<file path="src/logic/pws_cfg.svh">
// Constants of the pager wake scheduler
`ifndef PWS_CFG_SVH
`define PWS_CFG_SVH

`define PWS_CLK_MHZ         40
`define PWS_SHORT_BATCH_US  739200
`define PWS_LAST_BATCH_US   912000
`define PWS_HOLD_US         12000000
`define PWS_LAST_CYCLE      6'h3B
`define PWS_LAST_SUBSEQ     3'h4
`define PWS_LAST_BATCH      4'hF
`define PWS_MAX_LEN         3'h5

`define PWS_OFF_CTRL        12'h000
`define PWS_OFF_ADDR        12'h004
`define PWS_OFF_POS         12'h008
`define PWS_OFF_STAT        12'h00C
`define PWS_OFF_EVENT       12'h010
`define PWS_OFF_RXADDR      12'h014

`define PWS_RST_HOME_LEN    3'h0
`define PWS_RST_FRGN_LEN    3'h2
`define PWS_RST_MASK        5'h1F

`define PWS_CTRL_HOME_LSB   0
`define PWS_CTRL_FRGN_LSB   4
`define PWS_CTRL_MASK_LSB   8
`define PWS_CTRL_SLOT_LSB   16
`define PWS_CTRL_FRGN_BIT   24
`define PWS_CTRL_EN_BIT     25
`define PWS_POS_SUB_LSB     8
`define PWS_POS_BAT_LSB     16
`define PWS_EV_NOMSG_BIT    0
`define PWS_EV_OWN_BIT      1
`define PWS_EV_LOWER_BIT    2
`define PWS_EV_RESYNC_BIT   3
`define PWS_STAT_LEN_LSB    5
`define PWS_STAT_DONE_BIT   8
`define PWS_STAT_WAKES_LSB  16

`endif

</file>
<file path="src/logic/pws_pkg.sv">
// Types of the pager wake scheduler
`default_nettype none
package pws_pkg;
	typedef struct packed {
		logic       enable;
		logic       foreign_net;
		logic [3:0] batch_slot;
		logic [4:0] subsequence_listen_mask;
		logic [2:0] foreign_cycle_match_len;
		logic [2:0] home_cycle_match_len;
	} pws_ctrl_t;

	typedef struct packed {
		logic [5:0] cycle;
		logic [2:0] subseq;
		logic [3:0] batch;
	} pws_pos_t;

	typedef enum logic [1:0] {
		PWS_SLEEP  = 2'b00,
		PWS_SEARCH = 2'b01,
		PWS_HOLD   = 2'b10
	} pws_state_t;
endpackage : pws_pkg
`default_nettype wire

</file>
<file path="src/logic/pws_wake_scheduler.sv">
// Wake scheduler top with APB register slave
//
// Our own choices: the register offsets and the APB register port.
`timescale 1ns/1ps
`include "pws_cfg.svh"
`default_nettype none
module pws_wake_scheduler #(
	parameter int SHORT_BATCH_CYC = `PWS_SHORT_BATCH_US * `PWS_CLK_MHZ,
	parameter int LAST_BATCH_CYC  = `PWS_LAST_BATCH_US * `PWS_CLK_MHZ,
	parameter int HOLD_CYC        = `PWS_HOLD_US * `PWS_CLK_MHZ
) (
	input  wire logic        pclk,
	input  wire logic        presetn,
	input  wire logic        psel,
	input  wire logic        penable,
	input  wire logic        pwrite,
	input  wire logic [11:0] paddr,
	input  wire logic [31:0] pwdata,
	output var  logic [31:0] prdata,
	output var  logic        pready,
	output var  logic        pslverr,
	output var  logic        rx_power_on,
	output var  logic        batch_tick
);

	pws_pkg::pws_ctrl_t  ctrl;
	pws_pkg::pws_ctrl_t  next_ctrl;
	logic [17:0]         first_address_word;
	logic [17:0]         next_first_address_word;
	logic [31:0]         next_prdata;
	logic                next_pready;
	logic                next_pslverr;

	pws_pkg::pws_pos_t   pos;
	pws_pkg::pws_pos_t   next_pos;
	logic [28:0]         batch_cnt;
	logic [28:0]         next_batch_cnt;
	logic                next_batch_tick;

	pws_pkg::pws_state_t state;
	pws_pkg::pws_state_t next_state;
	logic [28:0]         hold_cnt;
	logic [28:0]         next_hold_cnt;
	logic                slot_done;
	logic                next_slot_done;
	logic                next_rx_power_on;
	logic [15:0]         wake_cnt;
	logic [15:0]         next_wake_cnt;

	logic [17:0]         rx_addr;
	logic [17:0]         next_rx_addr;
	logic                rx_addr_new;
	logic                next_rx_addr_new;
	logic                addr_own;
	logic                addr_lower;

	logic                access;
	logic                wr;
	logic                wr_rx;
	logic                ev_nomsg;
	logic                ev_own;
	logic                ev_lower;
	logic                ev_resync;
	logic                batch_end;
	logic [2:0]          match_len;
	logic [4:0]          match_mask;
	logic                cycle_hit;
	logic                wake_due;

	// Bus access completes on the second access cycle
	assign access = psel & penable & pready;
	assign wr     = access & pwrite & (paddr == `PWS_OFF_EVENT);
	assign wr_rx  = access & pwrite & (paddr == `PWS_OFF_RXADDR);

	assign ev_nomsg  = wr & pwdata[`PWS_EV_NOMSG_BIT];
	assign ev_own    = wr & pwdata[`PWS_EV_OWN_BIT];
	assign ev_lower  = wr & pwdata[`PWS_EV_LOWER_BIT];
	assign ev_resync = wr & pwdata[`PWS_EV_RESYNC_BIT];

	// Cycle match length and comparison
	always_comb begin
		match_len = ctrl.foreign_net ? ctrl.foreign_cycle_match_len
		                             : ctrl.home_cycle_match_len;
		// Codes above 101 are unused; clamp so they behave as five bits
		if (match_len > `PWS_MAX_LEN) begin
			match_len = `PWS_MAX_LEN;
		end
		match_mask = 5'(~(6'h3F << match_len));
		// Zero length gives an empty mask: every cycle hits
		cycle_hit = ((pos.cycle[4:0] ^ first_address_word[4:0]) & match_mask) == 5'h00;
		wake_due  = ctrl.enable & cycle_hit
		          & ctrl.subsequence_listen_mask[pos.subseq]
		          & (pos.batch == ctrl.batch_slot);
	end

	// Register file
	always_comb begin
		next_ctrl               = ctrl;
		next_first_address_word = first_address_word;
		next_pready             = psel & penable & ~pready;
		next_pslverr            = 1'b0;
		next_prdata             = 32'h0000_0000;
		if (psel & penable & ~pready) begin
			unique case (paddr)
				`PWS_OFF_CTRL: begin
					next_prdata[`PWS_CTRL_HOME_LSB +: 3] = ctrl.home_cycle_match_len;
					next_prdata[`PWS_CTRL_FRGN_LSB +: 3] = ctrl.foreign_cycle_match_len;
					next_prdata[`PWS_CTRL_MASK_LSB +: 5] = ctrl.subsequence_listen_mask;
					next_prdata[`PWS_CTRL_SLOT_LSB +: 4] = ctrl.batch_slot;
					next_prdata[`PWS_CTRL_FRGN_BIT]      = ctrl.foreign_net;
					next_prdata[`PWS_CTRL_EN_BIT]        = ctrl.enable;
				end
				`PWS_OFF_ADDR: begin
					next_prdata[17:0] = first_address_word;
				end
				`PWS_OFF_POS: begin
					next_prdata[5:0]                    = pos.cycle;
					next_prdata[`PWS_POS_SUB_LSB +: 3] = pos.subseq;
					next_prdata[`PWS_POS_BAT_LSB +: 4] = pos.batch;
				end
				`PWS_OFF_STAT: begin
					next_prdata[0]   = rx_power_on;
					next_prdata[2:1] = state;
					next_prdata[3]   = cycle_hit;
					next_prdata[4]   = wake_due;
					next_prdata[`PWS_STAT_LEN_LSB +: 3]    = match_len;
					next_prdata[`PWS_STAT_DONE_BIT]        = slot_done;
					// Wake count wraps at 16 bits; software works on differences
					next_prdata[`PWS_STAT_WAKES_LSB +: 16] = wake_cnt;
				end
				`PWS_OFF_EVENT: begin
					next_prdata = 32'h0000_0000;
				end
				// Write only: each write starts one address compare
				`PWS_OFF_RXADDR: begin
					next_prdata = 32'h0000_0000;
				end
				default: begin
					next_pslverr = 1'b1;
				end
			endcase
		end
		if (access & pwrite) begin
			if (paddr == `PWS_OFF_CTRL) begin
				next_ctrl.home_cycle_match_len    = pwdata[`PWS_CTRL_HOME_LSB +: 3];
				next_ctrl.foreign_cycle_match_len = pwdata[`PWS_CTRL_FRGN_LSB +: 3];
				next_ctrl.subsequence_listen_mask = pwdata[`PWS_CTRL_MASK_LSB +: 5];
				next_ctrl.batch_slot              = pwdata[`PWS_CTRL_SLOT_LSB +: 4];
				next_ctrl.foreign_net             = pwdata[`PWS_CTRL_FRGN_BIT];
				next_ctrl.enable                  = pwdata[`PWS_CTRL_EN_BIT];
			end
			if (paddr == `PWS_OFF_ADDR) begin
				next_first_address_word = pwdata[17:0];
			end
		end
	end

	always_ff @(posedge pclk or negedge presetn) begin
		if (!presetn) begin
			ctrl.home_cycle_match_len    <= `PWS_RST_HOME_LEN;
			ctrl.foreign_cycle_match_len <= `PWS_RST_FRGN_LEN;
			ctrl.subsequence_listen_mask <= `PWS_RST_MASK;
			ctrl.batch_slot              <= 4'h0;
			ctrl.foreign_net             <= 1'b0;
			ctrl.enable                  <= 1'b0;
			first_address_word           <= 18'h00000;
			prdata                       <= 32'h0000_0000;
			pready                       <= 1'b0;
			pslverr                      <= 1'b0;
		end else begin
			ctrl               <= next_ctrl;
			first_address_word <= next_first_address_word;
			prdata             <= next_prdata;
			pready             <= next_pready;
			pslverr            <= next_pslverr;
		end
	end

	// Batch timer and position in the sequence
	assign batch_end = (pos.batch == `PWS_LAST_BATCH)
	                 ? (batch_cnt == 29'(LAST_BATCH_CYC - 1))
	                 : (batch_cnt == 29'(SHORT_BATCH_CYC - 1));

	always_comb begin
		next_pos        = pos;
		next_batch_cnt  = batch_cnt + 29'h1;
		next_batch_tick = 1'b0;
		if (ev_resync) begin
			next_pos       = '0;
			next_batch_cnt = 29'h0;
		end else if (batch_end) begin
			next_batch_cnt  = 29'h0;
			next_batch_tick = 1'b1;
			next_pos.batch  = pos.batch + 4'h1;
			if (pos.batch == `PWS_LAST_BATCH) begin
				if (pos.subseq == `PWS_LAST_SUBSEQ) begin
					next_pos.subseq = 3'h0;
					// Sequence wraps after cycle 59
					next_pos.cycle  = (pos.cycle == `PWS_LAST_CYCLE) ? 6'h00 : pos.cycle + 6'h01;
				end else begin
					next_pos.subseq = pos.subseq + 3'h1;
				end
			end
		end
	end

	always_ff @(posedge pclk or negedge presetn) begin
		if (!presetn) begin
			pos        <= '0;
			batch_cnt  <= 29'h0;
			batch_tick <= 1'b0;
		end else begin
			pos        <= next_pos;
			batch_cnt  <= next_batch_cnt;
			batch_tick <= next_batch_tick;
		end
	end

	// Software writes each received initial address here while searching
	always_comb begin
		next_rx_addr     = rx_addr;
		next_rx_addr_new = wr_rx;
		if (wr_rx) begin
			next_rx_addr = pwdata[17:0];
		end
	end

	always_ff @(posedge pclk or negedge presetn) begin
		if (!presetn) begin
			rx_addr     <= 18'h00000;
			rx_addr_new <= 1'b0;
		end else begin
			rx_addr     <= next_rx_addr;
			rx_addr_new <= next_rx_addr_new;
		end
	end

	// Compared a cycle after the write, keeping the bus decode off this path
	// Addresses arrive in descending order, so a lower one ends the search
	assign addr_own   = rx_addr_new & (rx_addr == first_address_word);
	assign addr_lower = rx_addr_new & (rx_addr < first_address_word);

	// Power sequencing
	always_comb begin
		next_state     = state;
		next_hold_cnt  = hold_cnt;
		next_slot_done = batch_end ? 1'b0 : slot_done;
		next_wake_cnt  = wake_cnt;
		unique case (state)
			pws_pkg::PWS_SLEEP: begin
				// Slot done stops a re-wake after an early power down
				if (wake_due & ~slot_done & ~batch_end) begin
					next_state    = pws_pkg::PWS_SEARCH;
					next_wake_cnt = wake_cnt + 16'h0001;
				end
			end
			pws_pkg::PWS_SEARCH: begin
				// Address compare and software events end the search alike
				if (ev_own | addr_own) begin
					next_state    = pws_pkg::PWS_HOLD;
					next_hold_cnt = 29'(HOLD_CYC - 1);
				end else if (ev_nomsg | ev_lower | addr_lower) begin
					next_state     = pws_pkg::PWS_SLEEP;
					next_slot_done = ~batch_end;
				end else if (batch_end) begin
					next_state = pws_pkg::PWS_SLEEP;
				end
			end
			pws_pkg::PWS_HOLD: begin
				// Hold spans later batches; messages may run over
				if (hold_cnt == 29'h0) begin
					next_state = pws_pkg::PWS_SLEEP;
				end else begin
					next_hold_cnt = hold_cnt - 29'h1;
				end
			end
			default: begin
				next_state = pws_pkg::PWS_SLEEP;
			end
		endcase
		next_rx_power_on = next_state != pws_pkg::PWS_SLEEP;
	end

	always_ff @(posedge pclk or negedge presetn) begin
		if (!presetn) begin
			state       <= pws_pkg::PWS_SLEEP;
			hold_cnt    <= 29'h0;
			slot_done   <= 1'b0;
			rx_power_on <= 1'b0;
			wake_cnt    <= 16'h0000;
		end else begin
			state       <= next_state;
			hold_cnt    <= next_hold_cnt;
			slot_done   <= next_slot_done;
			rx_power_on <= next_rx_power_on;
			wake_cnt    <= next_wake_cnt;
		end
	end

endmodule : pws_wake_scheduler
`default_nettype wire

</file>
<file path="config.mk">
export PLATFORM = sky130hd
export DESIGN_NAME = pws_wake_scheduler
export DESIGN_NICKNAME = d
export VERILOG_FILES = /design/src/logic/pws_pkg.sv /design/src/logic/pws_wake_scheduler.sv
export VERILOG_INCLUDE_DIRS = /design/src /design/src/logic
export SDC_FILE = /design/constraint.sdc
export NUM_CORES = 1
export LEC_CHECK = 0
export ABC_AREA = 1
export ABC_CLOCK_PERIOD_IN_PS = 3400
export BUFFER_PORTS_ARGS = -buffer_cell sky130_fd_sc_hd__buf_2
export CORE_ASPECT_RATIO = 0.9
export CORE_MARGIN = 5
export CORE_UTILIZATION = 37
export DETAILED_ROUTE_END_ITERATION = 10
export PLACE_DENSITY_LB_ADDON = 0.1
export SYNTH_ARGS = -nofsm -noshare
export SYNTH_HDL_FRONTEND = slang
export SYNTH_SLANG_ARGS = --single-unit
</file>
<file path="constraint.sdc">
create_clock -name pclk -period 3.4 [get_ports pclk]
set_input_delay 0.17 -clock pclk [delete_from_list [all_inputs] [get_ports pclk]]
set_output_delay 0.17 -clock pclk [all_outputs]
set_load 0.05 [all_outputs]
</file>
* Word-level counts from Yosys, hierarchy flattened *
Cells that the tools add are included.

cells by class
  add/sub/neg operators = 6
  $lt $le $gt $ge = 3
  eq/ne operators = 16
  shifts and indexed selects = 1
  mux-type cells = 45
  bitwise logic cells = 26
  reductions and logical operators = 16

operators by type and width
  cell                     count
  $mux W29                 4
  $pmux W29 S2             1
  $mux W32                 1
  $add A29 B1 Y29 const B  1
  $eq A29 B25 Y1 const B   1
  $eq A29 B26 Y1 const B   1
  $logic_not A29 Y1        1
  $sub A29 B1 Y29 const B  1
  $mux W13                 2
  $eq A12 B4 Y1 const B    2
  $eq A12 B5 Y1 const B    2
  $eq A18 B18 Y1           1
  $lt A18 B18 Y1           1
  $mux W6                  3
  $pmux W2 S3              3
  $and A1 B1 Y1            17
  $add A16 B1 Y16 const B  1
  $pmux W2 S4              2
  $eq A12 B3 Y1 const B    1
  $logic_not A12 Y1        1
  $mux W3                  4
  $pmux W3 S4              1
  $mux W1                  10
  $mux W2                  5
  31 further kinds         46

storage, ports and cells
  bits in registers = 180
  input bits = 49
  output and inout port bits = 36

* Longest topological paths before layout *
Gate-level depths: netlist (run 1).

  depth after elaboration = 15
  mapped depth = 15
  gate-level depth less buffers = 13

* Least setup slack after synthesis (run 1) *
No wires, ideal clock.

  path kind = register -> register
  start point = reg pready
  end point = reg hold_cnt[19]
  arrival time = 1.802 ns
  path slack = 1.478 ns
  stages on the path, launching flop included = 11
  clock period less this slack = 1.922 ns
  path through = dfrtp_1 -> nand2_1 -> nor2_2 -> nand4_1 -> nand2_1 -> nand2_1 -> nand2_2 -> inv_2 -> buf_2 -> nand2_1 -> nand2_1

between the ends
  cells in the longest elaborated chain, start to end = 7

ends and longest elaborated chain
  item                                line                       RTL
  start, declared                     pws_wake_scheduler.sv:20   output var logic pready,
  start signal, assigned              pws_wake_scheduler.sv:174  pready <= next_pready;
  $and A1 B1 Y1                       pws_wake_scheduler.sv:71   assign access = psel & penable & pready;
  $and A1 B1 Y1 (2 in a row)          pws_wake_scheduler.sv:72   assign wr = access & pwrite & (paddr == `PWS_OFF_EVENT);
  $and A1 B1 Y1                       pws_wake_scheduler.sv:76   assign ev_own = wr & pwdata[`PWS_EV_OWN_BIT];
  $or A1 B1 Y1                        pws_wake_scheduler.sv:259  if (ev_own | addr_own) begin
  $ne A2 B2 Y1 (no source line)       --
  $reduce_and A3 Y1 (no source line)  --
  end signal, assigned                pws_wake_scheduler.sv:293  hold_cnt <= next_hold_cnt;
  end, declared                       pws_wake_scheduler.sv:42   logic [28:0] hold_cnt;

Every way passes these cells.
A chain may end at the register's enable or synchronous reset.

* Worst setup path after layout (run 1) *
  start point = reg pos[0] (netlist name)
  end point = reg pos[6] (netlist name)

between the ends
  cells in the longest elaborated chain, start to end = 4
  elaborated cells on any way between the ends = 5
  those cells by class = eq/ne: 1; mux: 1; reduce/logical: 3

ends and longest elaborated chain
  item                                  line                       RTL
  start, declared                       pws_wake_scheduler.sv:34   pws_pkg::pws_pos_t pos;
  start signal, assigned                pws_wake_scheduler.sv:213  pos <= next_pos;
  $eq A4 B4 Y1 (no source line) *       --
  $mux W1                               pws_wake_scheduler.sv:180  assign batch_end = (pos.batch == `PWS_LAST_BATCH)
  $reduce_bool A2 Y1 (no source line)   --
  $reduce_and A2 Y1 (no source line) *  --

Every way passes the cells marked *; elsewhere a longest branch is shown, timed or not.

==> impl_metrics.toml, run 1 <==
[final_layout]
stdcell_area_um2 = 11800
finalNonFillerCells = 1855
area_growth_syn_to_layout_pct = 13.5
multi_input_area_um2 = 5070
seq_area_um2 = 4510
final_cell_mix = "nand2_1 (410), dfrtp_1 (174), nor2_1 (168), inv_1 (154), o21ai_0 (81)"
nNetsFinal = 1556
layout_commonest_cell = "nand2_1"
drive_above_1_share = 0.113
diodes = 0
nFillCells = 2974

[sta]
fin_crit_sh = 0.756
finalSetupViolCount = 0
worst_pin_slew_ns = 0.745
setup_ws_ns = 0.830
finalClockSkew_ns = 0.0168
rsz0062_at_grt = "false"
timing.fmax_mhz = 389
max-slew-margin-rel = 0.504
period_minus_slack_ns = 2.57
hold_viol = 0
drv_slew = 0
setup_tns_ns = 0

[drt]
route.vias.total = 9244
ant_nets = 0
drt-vias-per-instance = 4.98
drc = 0
first_iter_violations = 665
routedWlPerCell_um = 15.9
wirelength_mm = 29.5
drt-pass1-iter-count = 5

[setup_path]
crit_family = "simple AND/OR/NAND/NOR gates"
crit_top_cell = "nand2_1"
critPathKind = "flip-flop to flip-flop"
path_max_fanout = 16
critPathLaunchType = "flip-flop"
cp-end-kind = "flip-flop"
crit_required_ns = 3.73
arrival_ns = 2.90
r2r-start = "pos[0]"
slowest_stage = "ha_1"
crit_path_start = "pos[0]"
cpPeakStageDelay_ns = 0.50
path_buf_inv = 0
crit_chain = "ha_1, nand3_4, nand2_1, nand2_1, nor2_1, nand2_1, nor2_2, nand3_4, nand2_1, nand2_1, nand2_1, nand2_1"

[logic_synthesis]
synthArstFlopShare = 1.00
synth_flop_cell = "dfrtp_1"
synth_seq_cells = 180
synth_top_area_cell = "dfrtp_1"
yosysUniqueCellTypes = 41
ys_seq_area_frac = 0.434
synth_fp_nets = 1479
ys.warnings.count = 0
synth_cells = 1405
yosysTopAreaCellShare = 0.418
syn_area_um2 = 10400
avgSynthCellArea_um2 = 7.41
synth.area.top_cells = "dfrtp_1 (42%), nand2_1 (15%), nor2_1 (6.1%)"
synth-edff-count = 0

[die]
coreArea_um2 = 27900
floorplan.initialDensity = 0.373
die_h_um = 169
rows = 58
pin_count = 85
die_width_um = 187
die_area_um2 = 31600

[clock_tree]
ctsHoldBuffers = 10
clk_pin_slew_worst_paths_ns = 0.08
clock_sinks = 180
cts_inserted_buffers = 17
cts_setup_buffers = 0
clockBufferDepth = 2
cts_root_buf = "clkbuf_16"
clkLatencyLatePin_ns = 0.45
cts_resized = 0
cts_htree_levels = 4
cts_tree = "yes"

[power]
fin_total_pwr_mw = 4.34
switching_share = 0.238
ir_drop_mv = 0.353
power_frac_clock = 0.471
power.switching_mw = 1.03
pwr-share-comb = 0.031
powerDensity_nw_per_um2 = 367
p_seq_frac = 0.497
internal_power_mw = 3.31
p_leak_nw = 6.04

[global_routing]
track_usage = 0.191
overflow = 0
grt_pass1_vias = 8892
antenna_found_initial = 0
grt_max_degree = 85
grt_pass1_wl_mm = 48.6

[placement]
dp_cells = 1813
postPlaceCellArea_um2 = 11100
hpwl_mm = 21.6
io_buffers = 74
pre_cts_ws_ns = 0.828
gp_congestion = 0.915

[worst_hold_path]
hold_path.class = "primary input to flip-flop"
worstHoldStart = "pwdata[8]"

[outcome]
outcome = "complete, no violations"

[job]
drv_cap = 0
## cell type report
| cell class | instances | area share |
|---|---|---|
| Multi-Input combinational cell | 1023 | 0.429 |
| Clock inverter | 13 | 0.0125 |
| Inverter | 166 | 0.0529 |
| Timing Repair Buffer | 94 | 0.0480 |
| Tap cell | 360 | 0.0381 |
| Clock buffer | 19 | 0.0375 |
| Sequential cell | 180 | 0.382 |
## logic make-up after synthesis
kind of cell	after synthesis	share of synthesized area
compound gates	149	0.0736
xor+xnor	54	0.0454
fa+ha+maj	25	0.0301
buf+inv	202	0.0791
flops	180	0.434
mux	1	0.00108
simple gates	794	0.337
## sequential cells by signal (all words and copies together) (netlist names), 2 cells and up
name,cells
prdata,32
batch_cnt,29
hold_cnt,29
first_address_word,18
rx_addr,18
ctrl,17
wake_cnt,16
pos,13
state,2
## power groups by stage
stage / Clock, mW / Combinational, mW / Sequential (mW)
3_3_place_gp: 0 / 0.132 / 2.20
4_1_cts: 2.10 / 0.141 / 2.16
2_1_floorplan: 0 / 0.0362 / 2.20
6_report: 2.05 / 0.136 / 2.16
3_5_place_dp: 0 / 0.132 / 2.20
5_1_grt: 2.18 / 0.158 / 2.16
## final timing paths
kind                                     endpoint  cells past startpoint  slack [ns]
setup / recovery                           pos[6]                     12        0.83
hold / removal                            ctrl[6]                      3        0.01
setup reg to reg                           pos[6]                     12        0.83
hold reg to reg            first_address_word[17]                      2        0.49
max in group asynchronous              prdata[29]                      3        2.09
min in group asynchronous              prdata[31]                      2        0.35
## per-stage QoR
| step | utilization | hold WS, ns |
|---|---|---|
| final | 0.424 | 0.0117 |
| after global routing | 0.424 | 0.0148 |
| after CTS | 0.424 | 0.00501 |
| after detailed placement | 0.399 | 0.282 |
| after global placement | 0.399 | 0.285 |
| after floorplan | - | -0.126 |
## synth_stat cells, drive strengths merged, types with 3 or more instances
library cell  number
a21oi             39
nand3             83
xnor2             18
inv              163
ha                25
o22ai             10
clkinv             3
nor4               7
nand2            420
nor3              48
xor2              36
o21ai             96
buf               21
dfrtp            174
clkbuf            15
dfstp              6
nand4             45
nor2             183
## worst min-delay path: cells and delay by family
| kind | cells | cell delay (ns) |
|---|---|---|
| buf+inv | 2 | 0.18 |
| compound gates | 1 | 0.10 |
## routing by layer
layer	vias to the layer above	wire length, um	track usage
met2	225	12300	0.278
met3	17	1680	0.0456
li1	4657	-	-
met5	-	0	0
met1	4345	15300	0.291
met4	0	216	0.0331
No activity file was read; power rests on OpenSTA's default activity.
==> run 2, diff against run 1 <==
--- a/config.mk
+++ b/config.mk
@@ -7,7 +7,7 @@
 export NUM_CORES = 1
 export LEC_CHECK = 0
 export ABC_AREA = 1
-export ABC_CLOCK_PERIOD_IN_PS = 3400
+export ABC_CLOCK_PERIOD_IN_PS = 2400
 export BUFFER_PORTS_ARGS = -buffer_cell sky130_fd_sc_hd__buf_2
 export CORE_ASPECT_RATIO = 0.9
 export CORE_MARGIN = 5
==> constraint.sdc (replaced) <==
create_clock -name pclk -period 2.4 [get_ports pclk]
set_input_delay 0.12 -clock pclk [delete_from_list [all_inputs] [get_ports pclk]]
set_output_delay 0.12 -clock pclk [all_outputs]
set_load 0.05 [all_outputs]
==> impl_metrics.toml, run 2 (synthesized netlist as in run 1, its figures left out) <==
[die]
pin_count = 85
die_h_um = 169
rows = 58
floorplan.initialDensity = 0.373
die_width_um = 187
coreArea_um2 = 27900
die_area_um2 = 31600

[power]
power.switching_mw = 1.47
internal_power_mw = 4.51
ir_drop_mv = 0.485
switching_share = 0.246
powerDensity_nw_per_um2 = 494
pwr-share-comb = 0.035
power_frac_clock = 0.453
p_leak_nw = 6.18
p_seq_frac = 0.512

[sta]
fin_crit_sh = 0.897
finalSetupViolCount = 0
setup_tns_ns = 0
rsz0062_at_grt = "false"
max-slew-margin-rel = 0.536
worst_pin_slew_ns = 0.695
hold_viol = 0
finalClockSkew_ns = 0.0122
timing.fmax_mhz = 465
period_minus_slack_ns = 2.15
drv_slew = 0

[final_layout]
stdcell_area_um2 = 12100
largest_reg_flops = 32
final_cell_mix = "nand2_1 (410), dfrtp_1 (174), nor2_1 (168), inv_1 (154), o21ai_0 (81)"
largestRegisters = "prdata: 32 flops, batch_cnt: 29 flops, hold_cnt: 29 flops"
drive_above_1_share = 0.126
finalNonFillerCells = 1889
diodes = 0
layout_commonest_cell = "nand2_1"
area_growth_syn_to_layout_pct = 16.2
nNetsFinal = 1590
largest_register = "prdata"
nFillCells = 2967

[global_routing]
grt_pass1_wl_mm = 48.9
grt_max_degree = 59
track_usage = 0.191
antenna_found_initial = 0
grt_pass1_vias = 8958
overflow = 0

[drt]
routedWlPerCell_um = 15.7
drc = 0
drt-pass1-iter-count = 5
ant_nets = 0
wirelength_mm = 29.7
drt-vias-per-instance = 4.93
route.vias.total = 9306
first_iter_violations = 646

[setup_path]
critPathLaunchType = "flip-flop"
crit_required_ns = 2.73
path_max_fanout = 26
critPathKind = "flip-flop to flip-flop"
cp-end-kind = "flip-flop"
arrival_ns = 2.48

[clock_tree]
clk_pin_slew_worst_paths_ns = 0.08
cts_root_buf = "clkbuf_16"
clock_sinks = 180
cts_htree_levels = 4
cts_tree = "yes"
clkLatencyLatePin_ns = 0.45
clockBufferDepth = 2
cts_inserted_buffers = 17

[worst_hold_path]
hold_path.class = "primary input to flip-flop"

[placement]
gp_congestion = 0.907
hpwl_mm = 22.0
postPlaceCellArea_um2 = 11300
dp_cells = 1830
io_buffers = 74

[outcome]
outcome = "complete, no violations"

[job]
drv_cap = 0
## run 2: critical path: stages (launching register included)
cell and delay, ns:
dfrtp_1 0.35, inv_1 0.07, ha_1 0.29, nand2_1 0.06, inv_1 0.09, nand3_1 0.13
nor3_1 0.26, nand3_1 0.18, nand2_1 0.09, nand2_1 0.07, nand2_2 0.08, inv_2 0.18
nand2_1 0.12, nand2_1 0.05
## run 2: final cells by class
cell class              count  area, um2  area share
clock inverters            13        114     0.00941
clock buffers              19        443      0.0366
flip-flops and latches    180       4510       0.373
well taps                 360        450      0.0372
inverters                 166        626      0.0517
repair buffers            128        877      0.0725
multi-input cells        1023       5070       0.420
## run 2: what timing repair did
item | in CTS | in global routing
gates resized for setup | 0 | 1
setup buffers | 0 | 5
endpoints found under the setup margin | 0 | 9
hold buffers | 22 | 0
hold endpoints to repair | 97 | 0
## run 2: per-layer routing
layer	share of wire	global-route usage	wire (um)
met5	0	0	0
met1	0.52	0.292	15400
met4	0.0094	0.0434	278
met3	0.059	0.0449	1760
met2	0.41	0.276	12300
## run 2: power groups by stage
stage | clock (mW) | sequential (mW) | combinational, mW
final | 2.71 | 3.06 | 0.212
after global placement | 0 | 3.12 | 0.190
after global routing | 2.92 | 3.06 | 0.244
after detailed placement | 0 | 3.12 | 0.191
after CTS | 2.80 | 3.06 | 0.219
after floorplan | 0 | 3.12 | 0.0513
## run 2: worst paths after layout
check | from | end | slack, ns | cells past startpoint
worst max-delay path | first_address_word[17] | hold_cnt[23] | 0.25 | 13
worst min-delay path | pwdata[3] | rx_addr[3] | 0.02 | 3
worst max register to register | first_address_word[17] | hold_cnt[23] | 0.25 | 13
worst min register to register | first_address_word[9] | first_address_word[9] | 0.49 | 2
max in group asynchronous | presetn | ctrl[4] | 1.42 | 3
min in group asynchronous | presetn | wake_cnt[8] | 0.24 | 2
## run 2: stage by stage
stage	worst slack [ns]	total power, mW	util	hold WS [ns]
after global placement	0.220	3.31	0.405	0.139
final	0.248	5.98	0.434	0.0217
after detailed placement	0.183	3.31	0.405	0.141
after global routing	0.0425	6.22	0.434	0.0282
after floorplan	0.478	3.17	-	-0.176
after CTS	0.189	6.08	0.433	0.00568
==> run 3, diff against run 2 <==
--- a/config.mk
+++ b/config.mk
@@ -7,11 +7,12 @@
 export NUM_CORES = 1
 export LEC_CHECK = 0
 export ABC_AREA = 1
-export ABC_CLOCK_PERIOD_IN_PS = 2400
+export ABC_CLOCK_PERIOD_IN_PS = 2300
 export BUFFER_PORTS_ARGS = -buffer_cell sky130_fd_sc_hd__buf_2
 export CORE_ASPECT_RATIO = 0.9
 export CORE_MARGIN = 5
 export CORE_UTILIZATION = 37
+export CTS_CLUSTER_SIZE = 30
 export DETAILED_ROUTE_END_ITERATION = 10
 export PLACE_DENSITY_LB_ADDON = 0.1
 export SYNTH_ARGS = -nofsm -noshare
==> constraint.sdc (replaced) <==
create_clock -name pclk -period 2.3 [get_ports pclk]
set_input_delay 0.115 -clock pclk [delete_from_list [all_inputs] [get_ports pclk]]
set_output_delay 0.115 -clock pclk [all_outputs]
set_load 0.05 [all_outputs]
==> impl_metrics.toml, run 3 (synthesized netlist as in run 1, its figures left out) <==
[outcome]
outcome = "complete, no violations"

[placement]
gp_congestion = 0.897
hpwl_mm = 22.3
postPlaceCellArea_um2 = 11300
io_buffers = 74

[setup_path]
crit_path_start = "pos[3]"
r2r_end = "batch_cnt[13]"
crit_top_cell = "nand2_1"
slowest_stage = "dfrtp_1"
cpPeakStageDelay_ns = 0.54
r2r_slack_ns = 0.19
arrival_ns = 2.46
critPathKind = "flip-flop to flip-flop"
r2r_cells = 10
crit_chain = "buf_4, inv_4, nor2_4, nor2_1, nand2_1, nand2_1, nand3_2, nand2_4, buf_12, nor3_1"
path_max_fanout = 12
crit_required_ns = 2.65
r2r-start = "pos[3]"
cp-end-kind = "flip-flop"
critPathLaunchType = "flip-flop"
crit_end = "batch_cnt[13]"

[power]
p_leak_nw = 6.22
ir_drop_mv = 0.507
powerDensity_nw_per_um2 = 537

[global_routing]
track_usage = 0.195
grt_pass1_vias = 9172
overflow = 0
grt_max_degree = 60
antenna_found_initial = 0
grt_pass1_wl_mm = 49.9

[drt]
dr.max_layer_used = "met4"
wl_met1_mm = 15.4
route.vias.total = 9358
first_iter_violations = 741
drt-pass1-iter-count = 6
drt-vias-per-instance = 4.96
routedWlPerCell_um = 15.9
wirelength_mm = 30.0
wl_met3_mm = 1.80
ant_nets = 0
drc = 0
dr_wl_met2_mm = 12.5

[sta]
period_minus_slack_ns = 2.11
worst_pin_slew_ns = 0.704
hold_viol = 0
fin_crit_sh = 0.916
rsz0062_at_grt = "false"
finalSetupViolCount = 0
finalClockSkew_ns = 0.0193
timing.fmax_mhz = 475
setup_tns_ns = 0
drv_slew = 0
max-slew-margin-rel = 0.529

[clock_tree]
clockBufferDepth = 2
cts_root_buf = "clkbuf_16"
clk_pin_slew_worst_paths_ns = 0.07
cts_inserted_buffers = 17
clock_sinks = 180
clkLatencyLatePin_ns = 0.45
cts_tree = "yes"
cts_htree_levels = 4

[die]
die_area_um2 = 31600
pin_count = 85
rows = 58
coreArea_um2 = 27900
die_h_um = 169
floorplan.initialDensity = 0.373
die_width_um = 187

[worst_hold_path]
hold_path.class = "primary input to flip-flop"
holdPathStages = 3

[job]
drv_cap = 0

[final_layout]
nFillCells = 2908
drive_above_1_share = 0.128
diodes = 0
nNetsFinal = 1589
stdcell_area_um2 = 12200
layout_commonest_cell = "nand2_1"
final_cell_mix = "nand2_1 (410), dfrtp_1 (174), nor2_1 (167), inv_1 (154), o21ai_0 (81)"
largest_register = "prdata"
area_growth_syn_to_layout_pct = 16.8
largest_reg_flops = 32
largestRegisters = "prdata: 32 flops, batch_cnt: 29 flops, hold_cnt: 29 flops"
==> run 3: changes by cell type in the layout (fill, tap and decap cells not counted), sizes merged <==
cell         delta
inv             -2
dlygate4sd3     -2
clkinvlp        -2
clkbuf          -1
buf             +1
bufinv          +3
clkinv          +1
==> run 3: power by group <==
part | total, mW | switching, mW | internal (mW)
clock network | 3.12 | 1.37 | 1.75
registers | 3.19 | 0.0163 | 3.18
logic | 0.220 | 0.142 | 0.0788
total | 6.53 | 1.53 | 5.01
==> run 3: how the worst min path moves through the flow <==
stage | from | endpoint | slack (ns)
global route | pwdata[17] | rx_addr[17] | 0.007
detailed placement | presetn | batch_cnt[22] | 0.16
global placement | presetn | batch_cnt[16] | 0.16
CTS | pwdata[17] | ctrl[12] | 0.0005
finish | pwdata[2] | rx_addr[2] | 0.02
floorplan | presetn | batch_cnt[0] | -0.18
==> run 3: routing by layer <==
layer,global-route usage,vias up
met2,0.286,227
met1,0.300,4391
met3,0.0377,22
li1,-,4718
met4,0.0386,0
met5,0,-
==> run 3: what timing repair did <==
action	4_1_cts	5_1_grt
resized for setup	0	3
hold buffers	20	0
hold endpoints to repair	98	0
endpoints found under the setup margin	0	36
buffers inserted	0	1
==> run 3: worst max-delay path: cells and delay by family (launching register included) <==
family                 cells  cell delay (ns)
and+or+nand+nor            7             1.03
DFF                        1             0.54
buffers and inverters      3             0.42
==> run 3: metrics by stage <==
stage	hold WS [ns]	total power, mW	setup WS (ns)	utilization	std cells
floorplan	-0.181	3.31	0.378	-	1405
global placement	0.162	3.45	0.161	0.407	1835
detailed placement	0.162	3.46	0.0944	0.407	1835
CTS	0.000522	6.62	0.0839	0.436	1886
global route	0.00738	6.81	0.0165	0.436	1887
finish	0.0173	6.53	0.194	0.436	1887
==> run 3: area by class of cell <==
cell class	count	area [um2]	area share
clock inverters	13	171	0.0141
clock buffers	18	439	0.0361
repair buffers	127	877	0.0721
inverters	166	626	0.0515
flip-flops and latches	180	4510	0.371
multi-input cells	1023	5080	0.418
well taps	360	450	0.0370
